===== config.mk =====
export PLATFORM = sky130hd
export DESIGN_NAME = sac_ctrl
export DESIGN_NICKNAME = d
export VERILOG_FILES = /design/src/sac_sync.v /design/src/sac_ctrl.v
export VERILOG_INCLUDE_DIRS = /design/src
export SDC_FILE = /design/constraint.sdc
export NUM_CORES = 1
export LEC_CHECK = 0
export ABC_AREA = 1
export BUFFER_PORTS_ARGS = -buffer_cell sky130_fd_sc_hd__buf_2
export CAP_MARGIN = 5
export CORE_ASPECT_RATIO = 0.6
export CORE_MARGIN = 2
export CORE_UTILIZATION = 40
export CTS_BUF_LIST = sky130_fd_sc_hd__clkbuf_16
export CTS_CLUSTER_SIZE = 24
export DETAILED_ROUTE_END_ITERATION = 12
export GPL_TIMING_DRIVEN = 0
export HOLD_SLACK_MARGIN = 0.12
export RECOVER_POWER = 25
export SYNTH_ARGS = -nofsm -noshare
export SYNTH_HDL_FRONTEND = slang
export SYNTH_SLANG_ARGS = --single-unit

===== constraint.sdc =====
create_clock -name clk -period 10.4 [get_ports clk]
set_input_delay 3.12 -clock clk [delete_from_list [all_inputs] [get_ports clk]]
set_output_delay 3.12 -clock clk [all_outputs]
set_load 0.005 [all_outputs]

===== src/sac_defines.vh =====
/*
 * Constants for the converter control block: state codes, timing
 * figures and the cycle counts derived from them.
 * Assumes a 250 MHz core clock; included by its bare name.
 */
`ifndef SAC_DEFINES_VH
`define SAC_DEFINES_VH

// Core clock period
`define SAC_CLK_NS        4

// Acquisition phase, least time
`define SAC_ACQ_NS        400
// Time given to each bit decision, least time
`define SAC_BIT_NS        64
// Half period of the internally made shift clock, least time
`define SAC_SCLK_HALF_NS  24

// Cycle counts, least times rounded up
`define SAC_ACQ_CYC       ((`SAC_ACQ_NS + `SAC_CLK_NS - 1) / `SAC_CLK_NS)
`define SAC_BIT_CYC       ((`SAC_BIT_NS + `SAC_CLK_NS - 1) / `SAC_CLK_NS)
`define SAC_SCLK_HALF_CYC ((`SAC_SCLK_HALF_NS + `SAC_CLK_NS - 1) / `SAC_CLK_NS)

// Result width and bits in one serial frame
`define SAC_RES_W         16
`define SAC_FRAME_BITS    5'h10

// One-hot conversion states
`define SAC_ST_ACQ        4'h1
`define SAC_ST_ARM        4'h2
`define SAC_ST_CONV       4'h4
`define SAC_ST_PDN        4'h8

// Pin positions shared by the parallel and serial port
`define SAC_PIN_SEROUT    8
`define SAC_PIN_SCLK      9
`define SAC_PIN_FRAME     10
`define SAC_PIN_RDERR     11

`endif


===== src/sac_sync.v =====
/*
 * Two-flop synchroniser for a group of level inputs.
 * Assumes each bit is an independent level from outside the clock.
 */
`timescale 1ns/1ps
`default_nettype none

module sac_sync #(
    parameter W = 1
) (
    input  wire         clk,
    input  wire         rst,
    input  wire [W-1:0] async_in,
    output reg  [W-1:0] sync_out
);

    reg [W-1:0] meta_reg;

    // First stage feeds only the second stage
    always @(posedge clk or posedge rst) begin
        if (rst) begin
            meta_reg <= {W{1'b0}};
            sync_out <= {W{1'b0}};
        end else begin
            meta_reg <= async_in;
            sync_out <= meta_reg;
        end
    end

endmodule

`default_nettype wire


===== src/sac_ctrl.v =====
/*
 * Digital control and output port of a 16-bit successive-approximation
 * converter: acquisition, start, bit decisions, busy, power control,
 * parallel port and serial port with frame marker and read-error flag.
 * Assumes all pin inputs and the comparator are asynchronous to clk;
 * the pad ring resolves pin levels from pin_out and pin_oe_n.
 */
// Notes on behaviour
// - Pin ten: data bit or frame marker
// - Frame marker active while serial data valid
// - Pin eleven: read-error flag in slave serial
// - Unfinished slave read at completion: discard, pulse
// - Bits twelve to fifteen always outputs
// - Busy high from start until result latched
// - Output bus enabled only with select, read low
// - Chip select gates the external shift clock
// - Reset input aborts conversion and resets
// - Power-down finishes conversion, then blocks new ones
// - Start high after acquisition: wait falling edge
// - Start low after acquisition: convert at once
// - Reference on while its power-off low
// - Buffer on while its power-off low
// - Serial result shifted out MSB first
// - Shift clock made here when source select low
`timescale 1ns/1ps
`default_nettype none

`include "sac_defines.vh"

module sac_ctrl (
    input  wire        clk,
    input  wire        rst,
    input  wire        convert_start_n,
    input  wire        cs_n,
    input  wire        rd_n,
    input  wire        serial_parallel_select,
    input  wire        clock_source_select,
    input  wire        frame_marker_invert,
    input  wire        power_down_in,
    input  wire        reference_power_off,
    input  wire        buffer_power_off,
    input  wire        shift_clock_in,
    input  wire        comparator_in,
    output reg  [15:0] pin_out,
    output reg  [15:0] pin_oe_n,
    output reg         busy,
    output reg         sample_hold_hold,
    output reg  [15:0] dac_trial,
    output reg         low_power,
    output reg         reference_enable,
    output reg         buffer_enable
);

    // Counts are worked out as integers, then cut to the timer width
    localparam integer ACQ_I    = `SAC_ACQ_CYC;
    localparam integer BIT_I    = `SAC_BIT_CYC;
    localparam integer HALF_I   = `SAC_SCLK_HALF_CYC;
    localparam [7:0]   ACQ_CYC  = ACQ_I[7:0];
    localparam [7:0]   BIT_CYC  = BIT_I[7:0];
    localparam [7:0]   HALF_CYC = HALF_I[7:0];

    // Synchronised pin levels; active-low pins enter inverted so that
    // the cleared flops read as idle and no bus cycle follows reset
    wire [11:0] pins_s;
    wire        cnv_s  = ~pins_s[0];
    wire        cs_s   = ~pins_s[1];
    wire        rd_s   = ~pins_s[2];
    wire        ser_s  = pins_s[3];
    wire        ext_s  = pins_s[4];
    wire        inv_s  = pins_s[5];
    wire        pwr_s  = pins_s[6];
    wire        refo_s = pins_s[7];
    wire        bufo_s = pins_s[8];
    wire        sclk_s = pins_s[9];
    wire        cmp_s  = pins_s[10];

    sac_sync #(
        .W (12)
    ) u_sync (
        .clk      (clk),
        .rst      (rst),
        .async_in ({1'b0, comparator_in, shift_clock_in, buffer_power_off,
                    reference_power_off, power_down_in, frame_marker_invert,
                    clock_source_select, serial_parallel_select, ~rd_n, ~cs_n,
                    ~convert_start_n}),
        .sync_out (pins_s)
    );

    // Conversion sequencer state
    reg [3:0]  state_reg;
    reg [7:0]  timer_reg;
    reg [3:0]  bit_idx_reg;
    reg [15:0] result_reg;
    reg        cnv_prev_reg;

    // Serial port state
    reg [15:0] shift_reg;
    reg        rd_active_reg;
    reg [4:0]  rd_cnt_reg;
    reg        unread_reg;
    reg        sclk_int_reg;
    reg [7:0]  sdiv_reg;
    reg        sclk_prev_reg;
    reg        rderr_reg;

    // Pin drive next values
    reg [15:0] pin_out_next;
    reg [15:0] pin_oe_n_next;

    wire bus_en    = ~cs_s & ~rd_s;
    wire slave_ser = ser_s & ext_s;
    wire cnv_fall  = cnv_prev_reg & ~cnv_s;
    wire conv_done = (state_reg == `SAC_ST_CONV) && (timer_reg == 8'h00)
                     && (bit_idx_reg == 4'h0);

    // External clock edge counts only while selected
    wire ext_edge  = slave_ser & ~cs_s & sclk_s & ~sclk_prev_reg;

    // Internal shift clock falling edge at divider terminal
    wire int_fall  = rd_active_reg & ~ext_s & sclk_int_reg & (sdiv_reg == 8'h00);

    // Bit under trial, set during its decision window
    function [15:0] bit_mask;
        input [3:0] idx;
        begin
            bit_mask = 16'h0001 << idx;
        end
    endfunction

    // Conversion sequencer: acquire, arm, convert, power down
    always @(posedge clk or posedge rst) begin
        if (rst) begin
            state_reg        <= `SAC_ST_ACQ;
            timer_reg        <= 8'h00;
            bit_idx_reg      <= 4'h0;
            result_reg       <= 16'h0000;
            cnv_prev_reg     <= 1'b1;
            busy             <= 1'b0;
            sample_hold_hold <= 1'b0;
            dac_trial        <= 16'h0000;
            low_power        <= 1'b0;
        end else begin
            cnv_prev_reg <= cnv_s;
            case (state_reg)
                `SAC_ST_ACQ: begin
                    sample_hold_hold <= 1'b0;
                    if (pwr_s) begin
                        state_reg <= `SAC_ST_PDN;
                        low_power <= 1'b1;
                    end else if (timer_reg != ACQ_CYC) begin
                        timer_reg <= timer_reg + 8'h01;
                    end else if (cnv_s) begin
                        state_reg <= `SAC_ST_ARM;
                    end else begin
                        // Start low at end of acquisition
                        state_reg        <= `SAC_ST_CONV;
                        sample_hold_hold <= 1'b1;
                        busy             <= 1'b1;
                        bit_idx_reg      <= 4'hf;
                        timer_reg        <= BIT_CYC;
                        dac_trial        <= bit_mask(4'hf);
                    end
                end
                `SAC_ST_ARM: begin
                    if (pwr_s) begin
                        state_reg <= `SAC_ST_PDN;
                        low_power <= 1'b1;
                    end else if (cnv_fall) begin
                        // Hold taken on the start edge itself
                        state_reg        <= `SAC_ST_CONV;
                        sample_hold_hold <= 1'b1;
                        busy             <= 1'b1;
                        bit_idx_reg      <= 4'hf;
                        timer_reg        <= BIT_CYC;
                        dac_trial        <= bit_mask(4'hf);
                    end
                end
                `SAC_ST_CONV: begin
                    // Power-down is not looked at: the conversion runs out
                    if (timer_reg != 8'h00) begin
                        timer_reg <= timer_reg - 8'h01;
                    end else begin
                        // Keep the trial bit when input is at or above it
                        if (bit_idx_reg == 4'h0) begin
                            result_reg <= cmp_s ? dac_trial
                                                : (dac_trial & ~bit_mask(4'h0));
                            busy             <= 1'b0;
                            sample_hold_hold <= 1'b0;
                            timer_reg        <= 8'h00;
                            state_reg        <= `SAC_ST_ACQ;
                        end else begin
                            dac_trial <= (cmp_s ? dac_trial
                                                : (dac_trial & ~bit_mask(bit_idx_reg)))
                                         | bit_mask(bit_idx_reg - 4'h1);
                            bit_idx_reg <= bit_idx_reg - 4'h1;
                            timer_reg   <= BIT_CYC;
                        end
                    end
                end
                `SAC_ST_PDN: begin
                    // New conversions refused until power-down drops
                    if (!pwr_s) begin
                        state_reg <= `SAC_ST_ACQ;
                        low_power <= 1'b0;
                        timer_reg <= 8'h00;
                    end
                end
                default: begin
                    state_reg <= `SAC_ST_ACQ;
                    timer_reg <= 8'h00;
                end
            endcase
        end
    end

    // Shift register and read sequencing for both clock sources
    always @(posedge clk or posedge rst) begin
        if (rst) begin
            shift_reg     <= 16'h0000;
            rd_active_reg <= 1'b0;
            rd_cnt_reg    <= 5'h00;
            unread_reg    <= 1'b0;
            sclk_int_reg  <= 1'b0;
            sdiv_reg      <= 8'h00;
            sclk_prev_reg <= 1'b0;
            rderr_reg     <= 1'b0;
        end else begin
            sclk_prev_reg <= sclk_s;
            rderr_reg     <= 1'b0;
            if (conv_done) begin
                // New word replaces any half-read one
                shift_reg <= cmp_s ? dac_trial
                                   : (dac_trial & ~bit_mask(4'h0));
                unread_reg    <= 1'b1;
                rd_active_reg <= 1'b0;
                rd_cnt_reg    <= 5'h00;
                sclk_int_reg  <= 1'b0;
                sdiv_reg      <= 8'h00;
                if (rd_active_reg && slave_ser) begin
                    rderr_reg <= 1'b1;
                end
            end else if (slave_ser) begin
                // Slave: host edges move the word, MSB already shown
                if (ext_edge) begin
                    shift_reg     <= {shift_reg[14:0], 1'b0};
                    rd_cnt_reg    <= rd_cnt_reg + 5'h01;
                    rd_active_reg <= (rd_cnt_reg + 5'h01) != `SAC_FRAME_BITS;
                    unread_reg    <= 1'b0;
                end
            end else if (ser_s) begin
                // Master: divider makes the shift clock
                if (!rd_active_reg) begin
                    if (unread_reg && bus_en && !busy) begin
                        rd_active_reg <= 1'b1;
                        rd_cnt_reg    <= 5'h00;
                        sdiv_reg      <= HALF_CYC;
                        sclk_int_reg  <= 1'b0;
                    end
                end else if (sdiv_reg != 8'h00) begin
                    sdiv_reg <= sdiv_reg - 8'h01;
                end else begin
                    sdiv_reg     <= HALF_CYC;
                    sclk_int_reg <= ~sclk_int_reg;
                    if (int_fall) begin
                        shift_reg  <= {shift_reg[14:0], 1'b0};
                        rd_cnt_reg <= rd_cnt_reg + 5'h01;
                        if ((rd_cnt_reg + 5'h01) == `SAC_FRAME_BITS) begin
                            rd_active_reg <= 1'b0;
                            unread_reg    <= 1'b0;
                        end
                    end
                end
            end else if (bus_en) begin
                // Parallel read takes the whole word at once
                unread_reg <= 1'b0;
            end
        end
    end

    // Pin mapping and bus enable, registered below
    always @* begin
        pin_out_next  = 16'h0000;
        pin_oe_n_next = 16'hffff;
        if (!ser_s) begin
            pin_out_next = result_reg;
            if (bus_en) begin
                pin_oe_n_next = 16'h0000;
            end
        end else begin
            pin_out_next[15:12] = result_reg[15:12];
            pin_out_next[`SAC_PIN_SEROUT] = shift_reg[15];
            pin_out_next[`SAC_PIN_SCLK]  = sclk_int_reg;
            pin_out_next[`SAC_PIN_FRAME] = rd_active_reg ^ inv_s;
            pin_out_next[`SAC_PIN_RDERR] = rderr_reg & ext_s;
            if (bus_en) begin
                pin_oe_n_next[15:12]          = 4'h0;
                pin_oe_n_next[`SAC_PIN_SEROUT] = 1'b0;
                pin_oe_n_next[`SAC_PIN_SCLK]  = ext_s;
                pin_oe_n_next[`SAC_PIN_FRAME] = ext_s;
                pin_oe_n_next[`SAC_PIN_RDERR] = ~ext_s;
            end
        end
        // Upper nibble is an output in both modes
        if (bus_en) begin
            pin_oe_n_next[15:12] = 4'h0;
        end
    end

    // Output flops and power controls
    always @(posedge clk or posedge rst) begin
        if (rst) begin
            pin_out          <= 16'h0000;
            pin_oe_n         <= 16'hffff;
            reference_enable <= 1'b0;
            buffer_enable    <= 1'b0;
        end else begin
            pin_out          <= pin_out_next;
            pin_oe_n         <= pin_oe_n_next;
            reference_enable <= ~refo_s;
            buffer_enable    <= ~bufo_s;
        end
    end

endmodule

`default_nettype wire


==> flow_metrics.env <==
export IMPL_outcome="finished, final reports clean"
export IMPL_std_cell_rows=36
export IMPL_mapped_area_um2=6521
export IMPL_filler_cell_count=1612
export IMPL_mappedNetlistNets=824
export IMPL_ant_nets=0
export IMPL_crit_required_ps=7280
export IMPL_finalHoldViolCount=0
export IMPL_synth_avg_cell_area_um2=8.141
export IMPL_max_cap_violations=0
export IMPL_avgViaCountPerCell=4.854
export IMPL_grt_first_pass_wirelength_mm=26.34
export IMPL_power_frac_clock=0.299
export IMPL_arrival_worst_endpoint_ps=1210
export IMPL_final_net_count=909
export IMPL_detailedPlacementHpwl_mm=11.44
export IMPL_combinationalPowerShare=0.352
export IMPL_number_of_synthesized_flops_with_an_enable_pin=0
export IMPL_power_density_nw_per_um2=246.9
export IMPL_die_width_um=168.8
export IMPL_pre_cts_slack_ps=6418
export IMPL_io_pins=66
export IMPL_yosys_area_top_type="dfrtp_1"
export IMPL_grt_max_degree=92
export IMPL_synth_lib_cells_used_distinct=38
export IMPL_p_int_mw=1.113
export IMPL_firstDrtPassIters=5
export IMPL_htreeDepth=4
export IMPL_cts_max_path_buffers=2
export IMPL_cts_resized=0
export IMPL_cts_buffers=17
export IMPL_die_height_um=102.9
export IMPL_timing_hold_worst_class="register to register"
export IMPL_finish_cell_count_without_fillers=1108
export IMPL_first_global_vias=5028
export IMPL_initial_core_util=0.4055
export IMPL_fin_crit_sh=0.4166
export IMPL_worst_slew_pin_transition_ps=597.7
export IMPL_clock_sink_count=131
export IMPL_wire_per_inst_um=14.30
export IMPL_switching_part_of_the_total_power=0.4086
export IMPL_die_area_um2=17370
export IMPL_postCtsSetupRepairBufs=0
export IMPL_design_core_area_um2=16080
export IMPL_power_static_leakage_nw=3.914
export IMPL_number_of_antenna_violations_at_the_first_check_in_global_routing=0
export IMPL_rsz0062_at_grt="no"
export IMPL_flow_area_growth_from_synthesis_pct=16.88
export IMPL_layout_cells_most_common="nand2_1"
export IMPL_ir_drop_mv=0.1529
export IMPL_synth_async_sr_flop_share=1.000
export IMPL_yosys_warn_count=0
export IMPL_worst_setup_path_end_kind="output port"
export IMPL_cts_hold_fix_buffers=0
export IMPL_netSwitchingPower_mw=0.7691
export IMPL_layout_cells_most_common_list="nand2_1, dfrtp_1, nand3_1"
export IMPL_routed_wl_mm=15.84
export IMPL_first_iter_violations=498
export IMPL_synthesized_instance_count=801
export IMPL_seq_power_share=0.348
export IMPL_final_max_slew_violation_count=0
export IMPL_tritoncts="yes"
export IMPL_globalRouteOverflowTotal=0
export IMPL_netlist_top_cells_area="dfrtp_1, nand2_1, nand3_1"
export IMPL_fin_setup_tns_ps=0
export IMPL_detailroute_via_count=5378
export IMPL_globalRouteTotalUtil=0.1941
export IMPL_timing_critical_path_from_type="register"
export IMPL_clock_latency_ps=410
export IMPL_ys_seq_elements=131
export IMPL_finalWorstPathRequiredPeriod_ps=4333
export IMPL_place_port_buffers=65
export IMPL_layout_cells_sized_above_1=0.1758
export IMPL_synth_flop_cell="dfrtp_1"
export IMPL_drt_drc_violations_left=0
export IMPL_max_slew_margin=0.6016
export IMPL_clkSlewWorstSetupHoldPaths_ps=60
export IMPL_root_buffer="clkbuf_16"
export IMPL_worst_slack_ps=6067
export IMPL_worst_setup_path_type="register to output port"
export IMPL_gpl_final_weighted_congestion=0.9175
export IMPL_maxClockFrequency_mhz=230.8
export IMPL_synth_yosys_seq_area_share=0.5040
export IMPL_antenna_cells=0
export IMPL_clock_skew_final_ps=12.13
export IMPL_worstPathMaxFanout=8
export IMPL_dp_cells=1076
export IMPL_timing_final_setup_violations=0
export IMPL_synth_top_cell_area_share=0.4758
worst paths after layout:
| kind | startpoint | end | slack (ps) | cells past startpoint |
|---|---|---|---|---|
| min | u_sync.meta_reg[1]$_DFF_PP0_ | u_sync.sync_out[1]$_DFF_PP0_ | 350 | 0 |
| min reg2reg | u_sync.meta_reg[1]$_DFF_PP0_ | u_sync.sync_out[1]$_DFF_PP0_ | 350 | 0 |
| max | pin_oe_n[7]$_DFF_PP1_ | pin_oe_n[4] | 6070 | 2 |
| max in group asynchronous | rst | dac_trial[13]$_DFFE_PP0P_ | 6900 | 3 |
| max reg2reg | timer_reg[0]$_DFFE_PP0P_ | dac_trial[7]$_DFFE_PP0P_ | 7800 | 9 |
| min in group asynchronous | rst | buffer_enable$_DFF_PP0_ | 2710 | 2 |
cell families after synthesis:
logic type	synth area share
XOR/XNOR	0.01612
AND/OR/NAND/NOR	0.3051
AO/OA/AOI/OAI	0.06102
buffers and inverters	0.09459
adder cells (fa/ha/maj)	0.01919
flip-flops	0.5040
cells in the mapped netlist (8+ instances only):
cell and number:
a21oi_1 10, buf_4 17, clkbuf_1 9, dfrtp_1 124
ha_1 10, inv_1 84, nand2_1 254, nand2_2 8
nand3_1 89, nand3b_1 8, nand4_1 11, nor2_1 48
o21ai_0 54, xor2_1 8
power groups by stage:
stage | Sequential (mW) | Combinational, mW | Clock, mW
2_1_floorplan | 0.648 | 0.532 | 0
3_3_place_gp | 0.665 | 0.693 | 0
3_5_place_dp | 0.664 | 0.697 | 0
4_1_cts | 0.656 | 0.701 | 0.577
5_1_grt | 0.667 | 0.757 | 0.604
6_report | 0.656 | 0.663 | 0.563
critical path: stages (launching register included):
cell and delay [ps]:
dfstp_2 590, buf_4 120, buf_2 100
routing by layer:
layer  routed length, µm  GRT usage  up-vias
met3                1121    0.04415        8
met2                5881     0.2506      155
met4                 134    0.05040        0
li1                    -          -     2706
met1                8702     0.3170     2509
met5                   0          0        -
metrics by stage:
stage               hold WS, ps  power, mW  utilization  cell area [µm²]
floorplan                 331.2      1.181            -             6521
global placement          332.6      1.359       0.4420             7108
detailed placement        335.8      1.361       0.4441             7141
CTS                       350.2      1.934       0.4788             7700
global route              356.5      2.028       0.4740             7622
finish                    346.3      1.882       0.4740             7622
area by class of cell:
cell class                 instances  area (µm²)  area share
clock inverter                    15       133.9     0.01756
sequential                       131        3287      0.4312
clock buffer                      17       425.4     0.05581
inverter                          93       356.6     0.04678
tap                              209       261.5     0.03431
multi-input combinational        539        2560      0.3359
buffer                            38       245.2     0.03217
timing repair buffer              66       352.8     0.04629
No activity file was read; power rests on OpenSTA's default activity.
